`src/rtl/pdk_cfg.svh`:
```
// Constants of the program and debug port access logic
`ifndef PDK_CFG_SVH
`define PDK_CFG_SVH
// Instruction classes, taken from bits 7:5 of the opcode byte
`define PDK_OP_LD 3'h1
`define PDK_OP_STS 3'h2
`define PDK_OP_STPTR 3'h3
`define PDK_OP_LDCS 3'h4
`define PDK_OP_RPT 3'h5
`define PDK_OP_STCS 3'h6
`define PDK_OP_KEY 3'h7
// Opcode option bits
`define PDK_BIT_WIDE 0
`define PDK_BIT_PTRRD 1
`define PDK_BIT_INC 2
// Answer bytes
`define PDK_ACK 8'h40
`define PDK_NACK 8'h00
// Activation keys, least significant byte sent first
`define PDK_KEY_ERASE 64'h4E564D4572617365
`define PDK_KEY_PROG 64'h4E564D50726F6720
`define PDK_KEY_LAST 4'h7
// Control space offsets and fields
`define PDK_CS_KEY 4'h7
`define PDK_CS_RST 4'h8
`define PDK_CS_SYS 4'hB
`define PDK_KS_ERASE 3
`define PDK_KS_PROG 4
`define PDK_SS_LOCK 0
`define PDK_SS_PROG 3
`define PDK_RST_SIG 8'h59
`define PDK_RST_CLR 8'h00
// Brown-out detector active field
`define PDK_BOD_ON 2'h1
`define PDK_BOD_OFF 2'h0
`endif

```
`src/rtl/pdk_pkg.sv`:
```
// Types of the program and debug port access logic
package pdk_pkg;
   typedef enum logic [3:0] {
      ST_IDLE, ST_ADDR, ST_DATA, ST_STNEXT, ST_KEY, ST_CSDATA,
      ST_RPT, ST_LDGO, ST_LDNEXT, ST_BUS, ST_EMIT
   } pdk_state_t;
   typedef struct packed {
      pdk_state_t state;
      pdk_state_t ret;
      logic [7:0] op;
      logic [7:0] rpt;
      logic [7:0] out;
      logic [7:0] rst_reg;
      logic [3:0] cnt;
      logic [15:0] addr;
      logic [15:0] ptr;
      logic [63:0] key;
      logic key_erase;
      logic key_prog;
      logic sys_rst;
      logic init;
      logic locked;
      logic erasing;
      logic prog;
      logic erase_req;
      logic push;
      logic rx_rdy;
      logic bus_req;
      logic bus_we;
      logic [15:0] bus_addr;
      logic [7:0] bus_wdata;
      logic [1:0] bod_act;
      logic [2:0] bod_lvl;
   } pdk_st_t;
endpackage : pdk_pkg

```
`src/rtl/pdk_fifo.sv`:
```
// Answer FIFO with valid and ready on both sides
`timescale 1ns/1ps
module pdk_fifo #(
   parameter int W = 8,
   parameter int D = 16
) (
   input wire logic clock,
   input wire logic reset,
   input wire logic ce,
   input wire logic [W-1:0] in_data,
   input wire logic in_valid,
   output logic in_ready,
   output logic [W-1:0] out_data,
   output logic out_valid,
   input wire logic out_ready
);
   localparam int AW = $clog2(D);
   typedef struct packed {
      logic [D-1:0][W-1:0] mem;
      logic [AW-1:0] wp;
      logic [AW-1:0] rp;
      logic [AW:0] cnt;
      logic ov;
      logic ir;
   } pdk_fifo_st_t;
   pdk_fifo_st_t s_r, s_nxt;
   logic in_fire, out_fire;
   assign in_fire = in_valid & s_r.ir & ce;
   assign out_fire = out_ready & s_r.ov & ce;
   assign in_ready = s_r.ir;
   assign out_valid = s_r.ov;
   assign out_data = s_r.mem[s_r.rp];
   // Pointer and count update; flags are registered from the next count
   always_comb begin
      s_nxt = s_r;
      if (in_fire) begin
         s_nxt.mem[s_r.wp] = in_data;
         s_nxt.wp = s_r.wp + 1'b1;
      end
      if (out_fire)
         s_nxt.rp = s_r.rp + 1'b1;
      s_nxt.cnt = s_r.cnt + {{AW{1'b0}}, in_fire} - {{AW{1'b0}}, out_fire};
      s_nxt.ov = s_nxt.cnt != '0;
      s_nxt.ir = s_nxt.cnt != (AW+1)'(D);
   end
   // State register
   always_ff @(posedge clock) begin
      if (reset) begin
         s_r <= '0;
         s_r.ir <= 1'b1;
      end else if (ce) begin
         s_r <= s_nxt;
      end
   end
endmodule : pdk_fifo

```
`src/rtl/pdk_port.sv`:
```
// Program and debug port: instructions, keys, lock and erase control
//
// Functional notes
// - Acknowledge after store-direct address received
// - Store data bytes, acknowledge after writing
// - Indirect load reads bus at pointer
// - Optional pointer post-increment, works with repeat
// - Pointer readable; loads at most 16 bits
// - Recognise full-erase key, LSB first
// - Recognise programming key, LSB first
// - Set erase bit in key status
// - Reset held while signature stored
// - Lock flag reads zero when erase done
// - Erase clears lock, opens bus
// - Locked port reaches only control space
// - Brown-out forced on with fuse level
// - Set programming bit in key status
// - Programming flag set after reset pulse
`timescale 1ns/1ps
`include "pdk_cfg.svh"
module pdk_port (
   input wire logic clock,
   input wire logic reset,
   input wire logic ce,
   input wire logic [7:0] rx_data,
   input wire logic rx_valid,
   output logic rx_ready,
   output logic [7:0] tx_data,
   output logic tx_valid,
   input wire logic tx_ready,
   output logic bus_req,
   output logic bus_we,
   output logic [15:0] bus_addr,
   output logic [7:0] bus_wdata,
   input wire logic [7:0] bus_rdata,
   input wire logic bus_ack,
   input wire logic lock_fuse,
   input wire logic [2:0] bod_fuse_level,
   input wire logic erase_done,
   output logic sys_reset_req,
   output logic erase_req,
   output logic [1:0] bod_active,
   output logic [2:0] bod_level,
   output logic prog_mode
);
   import pdk_pkg::*;
   pdk_pkg::pdk_st_t s_r, s_nxt;
   logic fire, f_rdy;

   // ==========================================================
   // Decoding helpers
   function automatic logic [3:0] op_bytes(input logic [7:0] op);
      op_bytes = op[`PDK_BIT_WIDE] ? 4'h2 : 4'h1;
   endfunction : op_bytes

   function automatic logic takes_byte(input pdk_state_t st);
      case (st)
         ST_IDLE, ST_ADDR, ST_DATA, ST_KEY, ST_CSDATA, ST_RPT:
            takes_byte = 1'b1;
         default:
            takes_byte = 1'b0;
      endcase
   endfunction : takes_byte

   function automatic logic [7:0] cs_read(input logic [3:0] a,
                                         input pdk_st_t s);
      cs_read = 8'h00;
      case (a)
         `PDK_CS_KEY: begin
            cs_read[`PDK_KS_ERASE] = s.key_erase;
            cs_read[`PDK_KS_PROG] = s.key_prog;
         end
         `PDK_CS_RST: cs_read = s.rst_reg;
         `PDK_CS_SYS: begin
            cs_read[`PDK_SS_LOCK] = s.locked | s.erasing;
            cs_read[`PDK_SS_PROG] = s.prog;
         end
         default: cs_read = 8'h00;
      endcase
   endfunction : cs_read

   // ==========================================================
   // Answer FIFO
   pdk_fifo #(.W(8), .D(16)) u_fifo (
      .clock(clock),
      .reset(reset),
      .ce(ce),
      .in_data(s_r.out),
      .in_valid(s_r.push),
      .in_ready(f_rdy),
      .out_data(tx_data),
      .out_valid(tx_valid),
      .out_ready(tx_ready)
   );

   assign fire = s_r.rx_rdy & rx_valid;
   assign rx_ready = s_r.rx_rdy;
   assign bus_req = s_r.bus_req;
   assign bus_we = s_r.bus_we;
   assign bus_addr = s_r.bus_addr;
   assign bus_wdata = s_r.bus_wdata;
   assign sys_reset_req = s_r.sys_rst;
   assign erase_req = s_r.erase_req;
   assign bod_active = s_r.bod_act;
   assign bod_level = s_r.bod_lvl;
   assign prog_mode = s_r.prog;

   // ==========================================================
   // Instruction sequencer
   always_comb begin
      s_nxt = s_r;
      s_nxt.erase_req = 1'b0;
      case (s_r.state)
         ST_IDLE: begin
            if (s_r.init) begin
               s_nxt.locked = lock_fuse;
               s_nxt.init = 1'b0;
            end else if (fire) begin
               s_nxt.op = rx_data;
               s_nxt.cnt = 4'h0;
               s_nxt.addr = {12'h000, rx_data[3:0]};
               case (rx_data[7:5])
                  `PDK_OP_STS, `PDK_OP_STPTR: s_nxt.state = ST_ADDR;
                  `PDK_OP_LD: s_nxt.state = ST_LDGO;
                  `PDK_OP_KEY: s_nxt.state = ST_KEY;
                  `PDK_OP_STCS: s_nxt.state = ST_CSDATA;
                  `PDK_OP_RPT: s_nxt.state = ST_RPT;
                  `PDK_OP_LDCS: begin
                     s_nxt.out = cs_read(rx_data[3:0], s_r);
                     s_nxt.push = 1'b1;
                     s_nxt.ret = ST_IDLE;
                     s_nxt.state = ST_EMIT;
                  end
                  default: s_nxt.state = ST_IDLE;
               endcase
            end
         end
         ST_ADDR: begin
            if (fire) begin
               s_nxt.cnt = s_r.cnt + 4'h1;
               if (s_r.cnt == 4'h0) begin
                  s_nxt.addr[7:0] = rx_data;
               end else begin
                  s_nxt.addr[15:8] = rx_data;
                  s_nxt.cnt = 4'h0;
                  if (s_r.op[7:5] == `PDK_OP_STPTR)
                     s_nxt.ptr = {rx_data, s_r.addr[7:0]};
                  s_nxt.out = `PDK_ACK;
                  s_nxt.push = 1'b1;
                  s_nxt.ret = (s_r.op[7:5] == `PDK_OP_STS) ? ST_DATA
                                                           : ST_IDLE;
                  s_nxt.state = ST_EMIT;
               end
            end
         end
         ST_DATA: begin
            if (fire) begin
               if (s_r.locked) begin
                  s_nxt.state = ST_STNEXT;
               end else begin
                  s_nxt.bus_req = 1'b1;
                  s_nxt.bus_we = 1'b1;
                  s_nxt.bus_addr = s_r.addr + {12'h000, s_r.cnt};
                  s_nxt.bus_wdata = rx_data;
                  s_nxt.state = ST_BUS;
               end
            end
         end
         ST_STNEXT: begin
            s_nxt.cnt = s_r.cnt + 4'h1;
            if (s_nxt.cnt == op_bytes(s_r.op)) begin
               s_nxt.out = s_r.locked ? `PDK_NACK : `PDK_ACK;
               s_nxt.push = 1'b1;
               s_nxt.ret = ST_IDLE;
               s_nxt.state = ST_EMIT;
            end else begin
               s_nxt.state = ST_DATA;
            end
         end
         ST_LDGO: begin
            if (s_r.op[`PDK_BIT_PTRRD]) begin
               s_nxt.out = (s_r.cnt == 4'h0) ? s_r.ptr[7:0]
                                             : s_r.ptr[15:8];
               s_nxt.push = 1'b1;
               s_nxt.ret = ST_LDNEXT;
               s_nxt.state = ST_EMIT;
            end else if (s_r.locked) begin
               s_nxt.out = 8'h00;
               s_nxt.push = 1'b1;
               s_nxt.ret = ST_LDNEXT;
               s_nxt.state = ST_EMIT;
            end else begin
               s_nxt.bus_req = 1'b1;
               s_nxt.bus_we = 1'b0;
               s_nxt.bus_addr = s_r.ptr + {12'h000, s_r.cnt};
               s_nxt.state = ST_BUS;
            end
         end
         ST_LDNEXT: begin
            s_nxt.cnt = s_r.cnt + 4'h1;
            s_nxt.state = ST_LDGO;
            if (s_nxt.cnt == op_bytes(s_r.op)) begin
               s_nxt.cnt = 4'h0;
               if (s_r.op[`PDK_BIT_INC] && !s_r.op[`PDK_BIT_PTRRD])
                  s_nxt.ptr = s_r.ptr + {12'h000, op_bytes(s_r.op)};
               if (s_r.rpt != 8'h00)
                  s_nxt.rpt = s_r.rpt - 8'h01;
               else
                  s_nxt.state = ST_IDLE;
            end
         end
         ST_BUS: begin
            if (bus_ack) begin
               s_nxt.bus_req = 1'b0;
               if (s_r.bus_we) begin
                  s_nxt.state = ST_STNEXT;
               end else begin
                  s_nxt.out = bus_rdata;
                  s_nxt.push = 1'b1;
                  s_nxt.ret = ST_LDNEXT;
                  s_nxt.state = ST_EMIT;
               end
            end
         end
         ST_EMIT: begin
            if (f_rdy) begin
               s_nxt.push = 1'b0;
               s_nxt.state = s_r.ret;
            end
         end
         ST_RPT: begin
            if (fire) begin
               s_nxt.rpt = rx_data;
               s_nxt.state = ST_IDLE;
            end
         end
         ST_KEY: begin
            if (fire) begin
               s_nxt.key = {rx_data, s_r.key[63:8]};
               s_nxt.cnt = s_r.cnt + 4'h1;
               if (s_r.cnt == `PDK_KEY_LAST) begin
                  s_nxt.cnt = 4'h0;
                  s_nxt.state = ST_IDLE;
                  if (s_nxt.key == `PDK_KEY_ERASE)
                     s_nxt.key_erase = 1'b1;
                  else if (s_nxt.key == `PDK_KEY_PROG)
                     s_nxt.key_prog = 1'b1;
               end
            end
         end
         ST_CSDATA: begin
            if (fire) begin
               s_nxt.state = ST_IDLE;
               if (s_r.addr[3:0] == `PDK_CS_RST) begin
                  s_nxt.rst_reg = rx_data;
                  s_nxt.sys_rst = rx_data == `PDK_RST_SIG;
                  if (s_r.sys_rst && !s_nxt.sys_rst) begin
                     if (s_r.key_erase) begin
                        s_nxt.key_erase = 1'b0;
                        s_nxt.erasing = 1'b1;
                        s_nxt.erase_req = 1'b1;
                        s_nxt.bod_act = `PDK_BOD_ON;
                        s_nxt.bod_lvl = bod_fuse_level;
                     end
                     if (s_r.key_prog) begin
                        s_nxt.key_prog = 1'b0;
                        s_nxt.prog = !s_r.locked;
                     end
                  end
               end
            end
         end
         default: s_nxt.state = ST_IDLE;
      endcase
      // Erase completion unlocks the port
      if (s_r.erasing && erase_done) begin
         s_nxt.erasing = 1'b0;
         s_nxt.locked = 1'b0;
         s_nxt.bod_act = `PDK_BOD_OFF;
      end
      s_nxt.rx_rdy = takes_byte(s_nxt.state) & ~s_nxt.init;
   end

   // State register, frozen while ce is low
   always_ff @(posedge clock) begin
      if (reset) begin
         s_r <= '0;
         s_r.init <= 1'b1;
         s_r.locked <= 1'b1;
      end else if (ce) begin
         s_r <= s_nxt;
      end
   end
endmodule : pdk_port

```
`config.mk`:
```
export PLATFORM = sky130hd
export DESIGN_NAME = pdk_port
export DESIGN_NICKNAME = d
export VERILOG_FILES = /design/src/rtl/pdk_pkg.sv /design/src/rtl/pdk_fifo.sv /design/src/rtl/pdk_port.sv
export VERILOG_INCLUDE_DIRS = /design/src /design/src/rtl
export SDC_FILE = /design/constraint.sdc
export NUM_CORES = 1
export LEC_CHECK = 0
export BUFFER_PORTS_ARGS = -buffer_cell sky130_fd_sc_hd__buf_2
export CORE_UTILIZATION = 56
export CTS_CLUSTER_DIAMETER = 80
export DETAILED_ROUTE_END_ITERATION = 7
export MAX_ROUTING_LAYER = met4
export PLACE_DENSITY = 0.81
export SETUP_SLACK_MARGIN = 0.3
export SYNTH_ARGS = -nofsm -noshare
export SYNTH_HDL_FRONTEND = slang
export SYNTH_SLANG_ARGS = --single-unit
```
`constraint.sdc`:
```
create_clock -name clock -period 2.4 [get_ports clock]
set_input_delay 0 -clock clock [delete_from_list [all_inputs] [get_ports clock]]
set_output_delay 0 -clock clock [all_outputs]
set_load 0.02 [all_outputs]
```
==> flow_summary.yaml, run 1 <==
status:
  run_status: "complete, but fails checks"
  violations: "DRC, setup timing"
synthesis:
  syn_area_per_cell_um2: 8.65
  ys_top_cells_by_area: "dfxtp_1 (40%), mux2i_1 (9.5%), nand2_1 (6.5%)"
  syn_area_um2: 15400
  synthCells: 1782
  synth_top_area_cell: "dfxtp_1"
  synthArstFlopShare: 0
  synth.distinct_cells: 81
  synth_top_area_frac: 0.404
  synth_edf_count: 0
  syn_nets: 1837
  ys_warn_count: 0
  ys_seq_area_frac: 0.404
  ys.flop_type: "dfxtp_1"
  ys_ff_latch: 311
detailed_routing:
  drt_iter0_drc: 1695
  antenna_left: 0
  via_per_inst: 6.36
  finalWirelength_mm: 48.8
  wl_per_cell_um: 21.5
  first_pass_iters: 8
  route.detailed.drc: 2
  vias: 14400
clock_tree:
  htreeDepth: 2
  cts_sinks: 311
  clk_path_buf_depth: 3
  clk_latency_ns: 0.54
  numCtsBuffers: 34
  clk_pin_slew_worst_paths_ns: 0.06
  cts_root_buf: "clkbuf_16"
  cts_tree: "done"
timing:
  setup_violations: 1
  max_freq_mhz: 414
  hold_slack_ns: 0.0319
  tns_ns: -0.0134
  hold_viol: 0
  fin_ws_ns: -0.0134
  min_period_ns: 2.41
  tightest_slew_ns: 0.919
  rsz0062_at_grt: "yes"
  fin_skew_ns: 0.0347
  fin_crit_sh: 1.01
  drv_slew: 0
  slew_headroom: 0.387
global_route:
  grt_pass1_wl_mm: 71.7
  grt_max_degree: 126
  grt_pass1_vias: 13600
  grt_overflow: 0
  grt_usage: 0.327
  antenna_found_initial: 2
die:
  row_count: 60
  die_x_um: 168
  die_area_um2: 28200
  ioPinCount: 71
  start_util: 0.572
  fp.dieH_um: 168
  core_um2: 27000
setup_path:
  r2r_start: "s_r[165]$_SDFFE_PP0P_"
  cp_common_cell: "mux4_2"
  criticalPathCategory: "register to output pin"
  end_kind: "output pin"
  crit_arrival_ns: 2.41
  cp_max_fo: 4
  crit_path_cell_trace: "clkbuf_16 -> mux4_2 -> mux4_2 -> buf_6"
  reg2reg_depth: 10
  crit_slowest_cell: "mux4_2"
  worstPathRequired_ns: 2.40
  max_stage_delay_ns: 0.54
  cp-startpoint: "u_fifo.s_r[7]$_SDFFE_PP0P_"
  cp-start-kind: "register"
placement:
  hpwl_mm: 28.0
  routabilityCongestion: 0.950
  io_buffers: 69
cells_and_area:
  area_growth_pct: 27.0
  drive_gt1_frac: 0.276
  final_common_cell: "dfxtp_1"
  n_fill_cell: 1808
  layout_common_cells: "dfxtp_1 (293), nand2_1 (259), nor2_1 (212), mux2i_1 (144), a21oi_1 (142)"
  final_util: 0.727
  fin_nets: 1957
power_and_ir_drop:
  clock_power_share: 0.437
  switchingPower_uw: 2930
  swShare: 0.256
  power_uw: 11400
  comb_power_share: 0.097
  power_frac_seq: 0.466
  p_int_uw: 8500
  p_leak_uw: 0.00712
  powerDensity_nw_per_um2: 584
  ir_drop_mv: 0.505
min_path:
  hp-start: "rx_data[7]"
  hold_depth: 5
  hold_class: "primary input to register"
job:
  maxCapViolations: 0
-- state kept, by name, indices dropped and copies added, names as in the netlist, 3 cells and up --
signal      flops
u_fifo.s_r    141
bus_addr       16
bus_wdata       8
s_r           134
bod_level       3
-- repair_timing --
action                                  in CTS  in global routing
buffers inserted                            31                 13
endpoints found under the hold margin       50                  0
pin swaps                                   66                 53
gates resized for setup                    148                146
endpoints found under the setup margin      90                157
cloned                                       9                  6
hold buffers                                23                  0
-- cells in the mapped netlist (20+ instances only) --
master and count:
dfxtp_1 311, nand2_1 268, nor2_1 229, a21oi_1 169, mux2i_1 146, clkbuf_1 103
mux4_2 40, a211oi_1 34, o21ai_0 32, nand2b_1 30, nand3_1 30, buf_4 29
inv_1 26, buf_2 25, ha_1 24, nor3_1 20, xnor2_1 20
-- kinds of logic after synthesis --
| group | count (synthesis) | share of synthesized area |
|---|---|---|
| other | 1 | 0.000243 |
| DFF | 311 | 0.404 |
| AOI/OAI and AO/OA | 330 | 0.133 |
| xor gates and xnor gates | 34 | 0.0193 |
| buffers and inverters | 194 | 0.0564 |
| muxes | 186 | 0.153 |
| adders and majority gates | 28 | 0.0247 |
| and+or+nand+nor | 698 | 0.210 |
-- cell type report --
class                   count  area (µm²)  share of cell area
repair buffers            251        2280               0.116
multi-input cells        1278        9460               0.483
flip-flops and latches    311        6270               0.320
clock buffers              48         963              0.0492
inverters                  26         105             0.00537
diodes                      3        7.51            0.000383
well taps                 341         427              0.0218
clock inverters            11        77.6             0.00396
-- per-stage QoR --
step / cells / setup slack, ns / area (µm²)
floorplan: 1782 / 0.0997 / 15600
global placement: 2125 / 0.0664 / 16400
detailed placement: 2125 / 0.0464 / 16400
CTS: 2247 / 0.0403 / 18700
global route: 2268 / -0.0255 / 19600
finish: 2269 / -0.0134 / 19600
-- power groups by stage --
stage / Combinational [µW] / Sequential (µW) / Clock [µW]
global placement: 792 / 5430 / 0
CTS: 992 / 5320 / 4990
global route: 1160 / 5340 / 5230
floorplan: 607 / 5360 / 0
detailed placement: 810 / 5430 / 0
finish: 1100 / 5330 / 4990
-- critical path, delay by kind of cell, from the launching register on --
| kind | cells | cell delay (ns) |
|---|---|---|
| muxes | 2 | 1.07 |
| DFF | 1 | 0.46 |
| buffers and inverters | 2 | 0.35 |
-- routing by layer --
layer | global-route usage | routed length (µm) | vias to the layer above
met1 | 0.404 | 19000 | 6931
met5 | - | 0 | -
met3 | 0.0599 | 4380 | 225
met2 | 0.526 | 23100 | 820
li1 | - | - | 6455
met4 | 0.140 | 2320 | 0
-- path summary, 6_finish.rpt --
check | end | slack [ns]
worst max-delay path | tx_data[5] | -0.01
worst min-delay path | s_r[120]$_SDFFE_PP0P_ | 0.03
worst max register to register | s_r[119]$_SDFFE_PP0P_ | 0.08
worst min register to register | bod_level[1]$_SDFFE_PP0P_ | 0.45
No activity file was read; power rests on OpenSTA's default activity.
==> run 2, diff against run 1 <==
==> constraint.sdc (replaced) <==
create_clock -name clock -period 2.4 [get_ports clock]
set_input_delay 0.36 -clock clock [delete_from_list [all_inputs] [get_ports clock]]
set_output_delay 0.36 -clock clock [all_outputs]
set_load 0.02 [all_outputs]
==> flow_summary.yaml, run 2 (synthesis gave the netlist of run 1 again) <==
status:
  run_status: "complete, but fails checks"
  violations: "setup timing"
die:
  die_area_um2: 28200
  core_um2: 27000
  row_count: 60
  start_util: 0.572
  fp.dieH_um: 168
  ioPinCount: 71
  die_x_um: 168
global_route:
  grt_max_degree: 108
  grt_usage: 0.323
  antenna_found_initial: 2
  grt_overflow: 0
  grt_pass1_vias: 13400
  grt_pass1_wl_mm: 71.3
placement:
  dp.cells: 2122
  io_buffers: 69
  place_area_um2: 16500
  routabilityCongestion: 0.943
  hpwl_mm: 28.4
detailed_routing:
  finalWirelength_mm: 50.9
  antenna_left: 0
  wl_per_cell_um: 22.6
  vias: 14600
  route.detailed.drc: 0
  first_pass_iters: 6
  via_per_inst: 6.47
  drt_iter0_drc: 1991
timing:
  hold_viol: 0
  rsz0062_at_grt: "yes"
  tns_ns: -2.68
  fin_crit_sh: 1.14
  setup_violations: 10
  slew_headroom: 0.416
  fin_ws_ns: -0.342
  tightest_slew_ns: 0.865
  min_period_ns: 2.74
  fin_skew_ns: 0.0273
  max_freq_mhz: 365
  drv_slew: 0
cells_and_area:
  final_cell_area_um2: 19700
  area_growth_pct: 27.6
  final_cells: 2251
  largest_reg_flops: 141
  final_common_cell: "dfxtp_1"
  fin_nets: 1940
  layout_common_cells: "dfxtp_1 (294), nand2_1 (260), nor2_1 (215), mux2i_1 (146), a21oi_1 (139)"
  largest-register: "u_fifo.s_r"
  drive_gt1_frac: 0.286
  n_fill_cell: 1743
power_and_ir_drop:
  p_leak_uw: 0.00722
  powerDensity_nw_per_um2: 606
  ir_drop_mv: 0.554
setup_path:
  criticalPathCategory: "register to output pin"
  r2r-end: "s_r[107]$_SDFFE_PP0P_"
  end_kind: "output pin"
  max_stage_delay_ns: 0.55
  r2r_setup_slack_ns: -0.02
  cp-start-kind: "register"
  crit_arrival_ns: 2.38
  reg2reg_depth: 9
  crit_path_cell_trace: "buf_12 -> mux4_2 -> mux4_2 -> buf_6"
  cp_max_fo: 6
  crit_slowest_cell: "mux4_2"
  worstPathRequired_ns: 2.04
  r2r_start: "s_r[137]$_SDFFE_PP0P_"
  cp_common_cell: "mux4_2"
min_path:
  holdPathEnd: "bod_level[1]$_SDFFE_PP0P_"
  hp-start: "bod_fuse_level[1]"
  hold_depth: 3
  hold_class: "primary input to register"
clock_tree:
  cts_root_buf: "clkbuf_16"
  clk_path_buf_depth: 3
  clk_pin_slew_worst_paths_ns: 0.06
  cts_tree: "done"
  htreeDepth: 2
  ctsHoldBuffers: 0
  numCtsBuffers: 34
  cts_sinks: 311
  clk_latency_ns: 0.55
job:
  maxCapViolations: 0
run 2: changes by cell type in the layout (fill, tap and decap cells not counted), sizes merged:
cell | previous run | this run
dlygate4sd3 | 23 | 0
clkinvlp | 0 | 2
clkinv | 9 | 6
nand3 | 31 | 30
diode | 3 | 2
buf | 223 | 228
bufinv | 0 | 3
run 2: routing by layer:
metal,global-route usage,part of all wire
met1,0.403,0.38
met5,-,0
met3,0.0588,0.095
met2,0.520,0.47
met4,0.126,0.060
run 2: timing repair:
item | CTS | global route
gates cloned | 7 | 6
pin swaps | 77 | 53
resized for setup | 167 | 143
buffers inserted | 35 | 20
endpoints found under the hold margin | 0 | 0
setup endpoints to repair | 128 | 104
run 2: power by group:
group / switching, µW / leakage, µW / internal [µW]
clock: 2250 / 0.000576 / 3240
sequential: 119 / 0.00252 / 5210
combinational: 623 / 0.00413 / 478
total: 2990 / 0.00722 / 8930
run 2: stage by stage:
stage	hold slack [ns]	utilization	power, µW	worst slack (ns)
after global placement	0.439	0.610	6210	0.0206
after global routing	0.0741	0.730	12200	-0.387
after detailed placement	0.445	0.610	6240	-0.0476
after CTS	0.0665	0.693	11800	-0.322
final	0.0773	0.730	11900	-0.342
after floorplan	0.432	-	5980	-0.000534
run 2: layout make-up:
class / instances / area (µm²) / share of cell area
antenna: 2 / 5.00 / 0.000254
clock buffer: 46 / 986 / 0.0501
clock inverter: 13 / 186 / 0.00948
inverter: 26 / 103 / 0.00522
multi-input combinational: 1277 / 9510 / 0.483
sequential: 311 / 6260 / 0.319
tap: 341 / 427 / 0.0217
timing repair buffer: 235 / 2190 / 0.111
run 2: worst max-delay path by stage:
stage                               start  cells past startpoint                      endpoint  slack, ns
4_1_cts        u_fifo.s_r[7]$_SDFFE_PP0P_                      4                    tx_data[3]      -0.32
3_5_place_dp                           ce                     13  u_fifo.in_ready$_SDFFE_PP1P_      -0.05
2_1_floorplan                          ce                     14  u_fifo.in_ready$_SDFFE_PP1P_    -0.0005
6_report       u_fifo.s_r[7]$_SDFFE_PP0P_                      4                    tx_data[5]      -0.34
3_3_place_gp        s_r[105]$_SDFFE_PP0P_                      9     bus_addr[14]$_SDFFE_PP0P_       0.02
5_1_grt        u_fifo.s_r[7]$_SDFFE_PP0P_                      4                    tx_data[5]      -0.39
run 2: worst max-delay path: cells and delay by family (launching register included):
kind / cells / cell delay, ns
mux: 2 / 1.06
flops: 1 / 0.45
buf+inv: 2 / 0.33
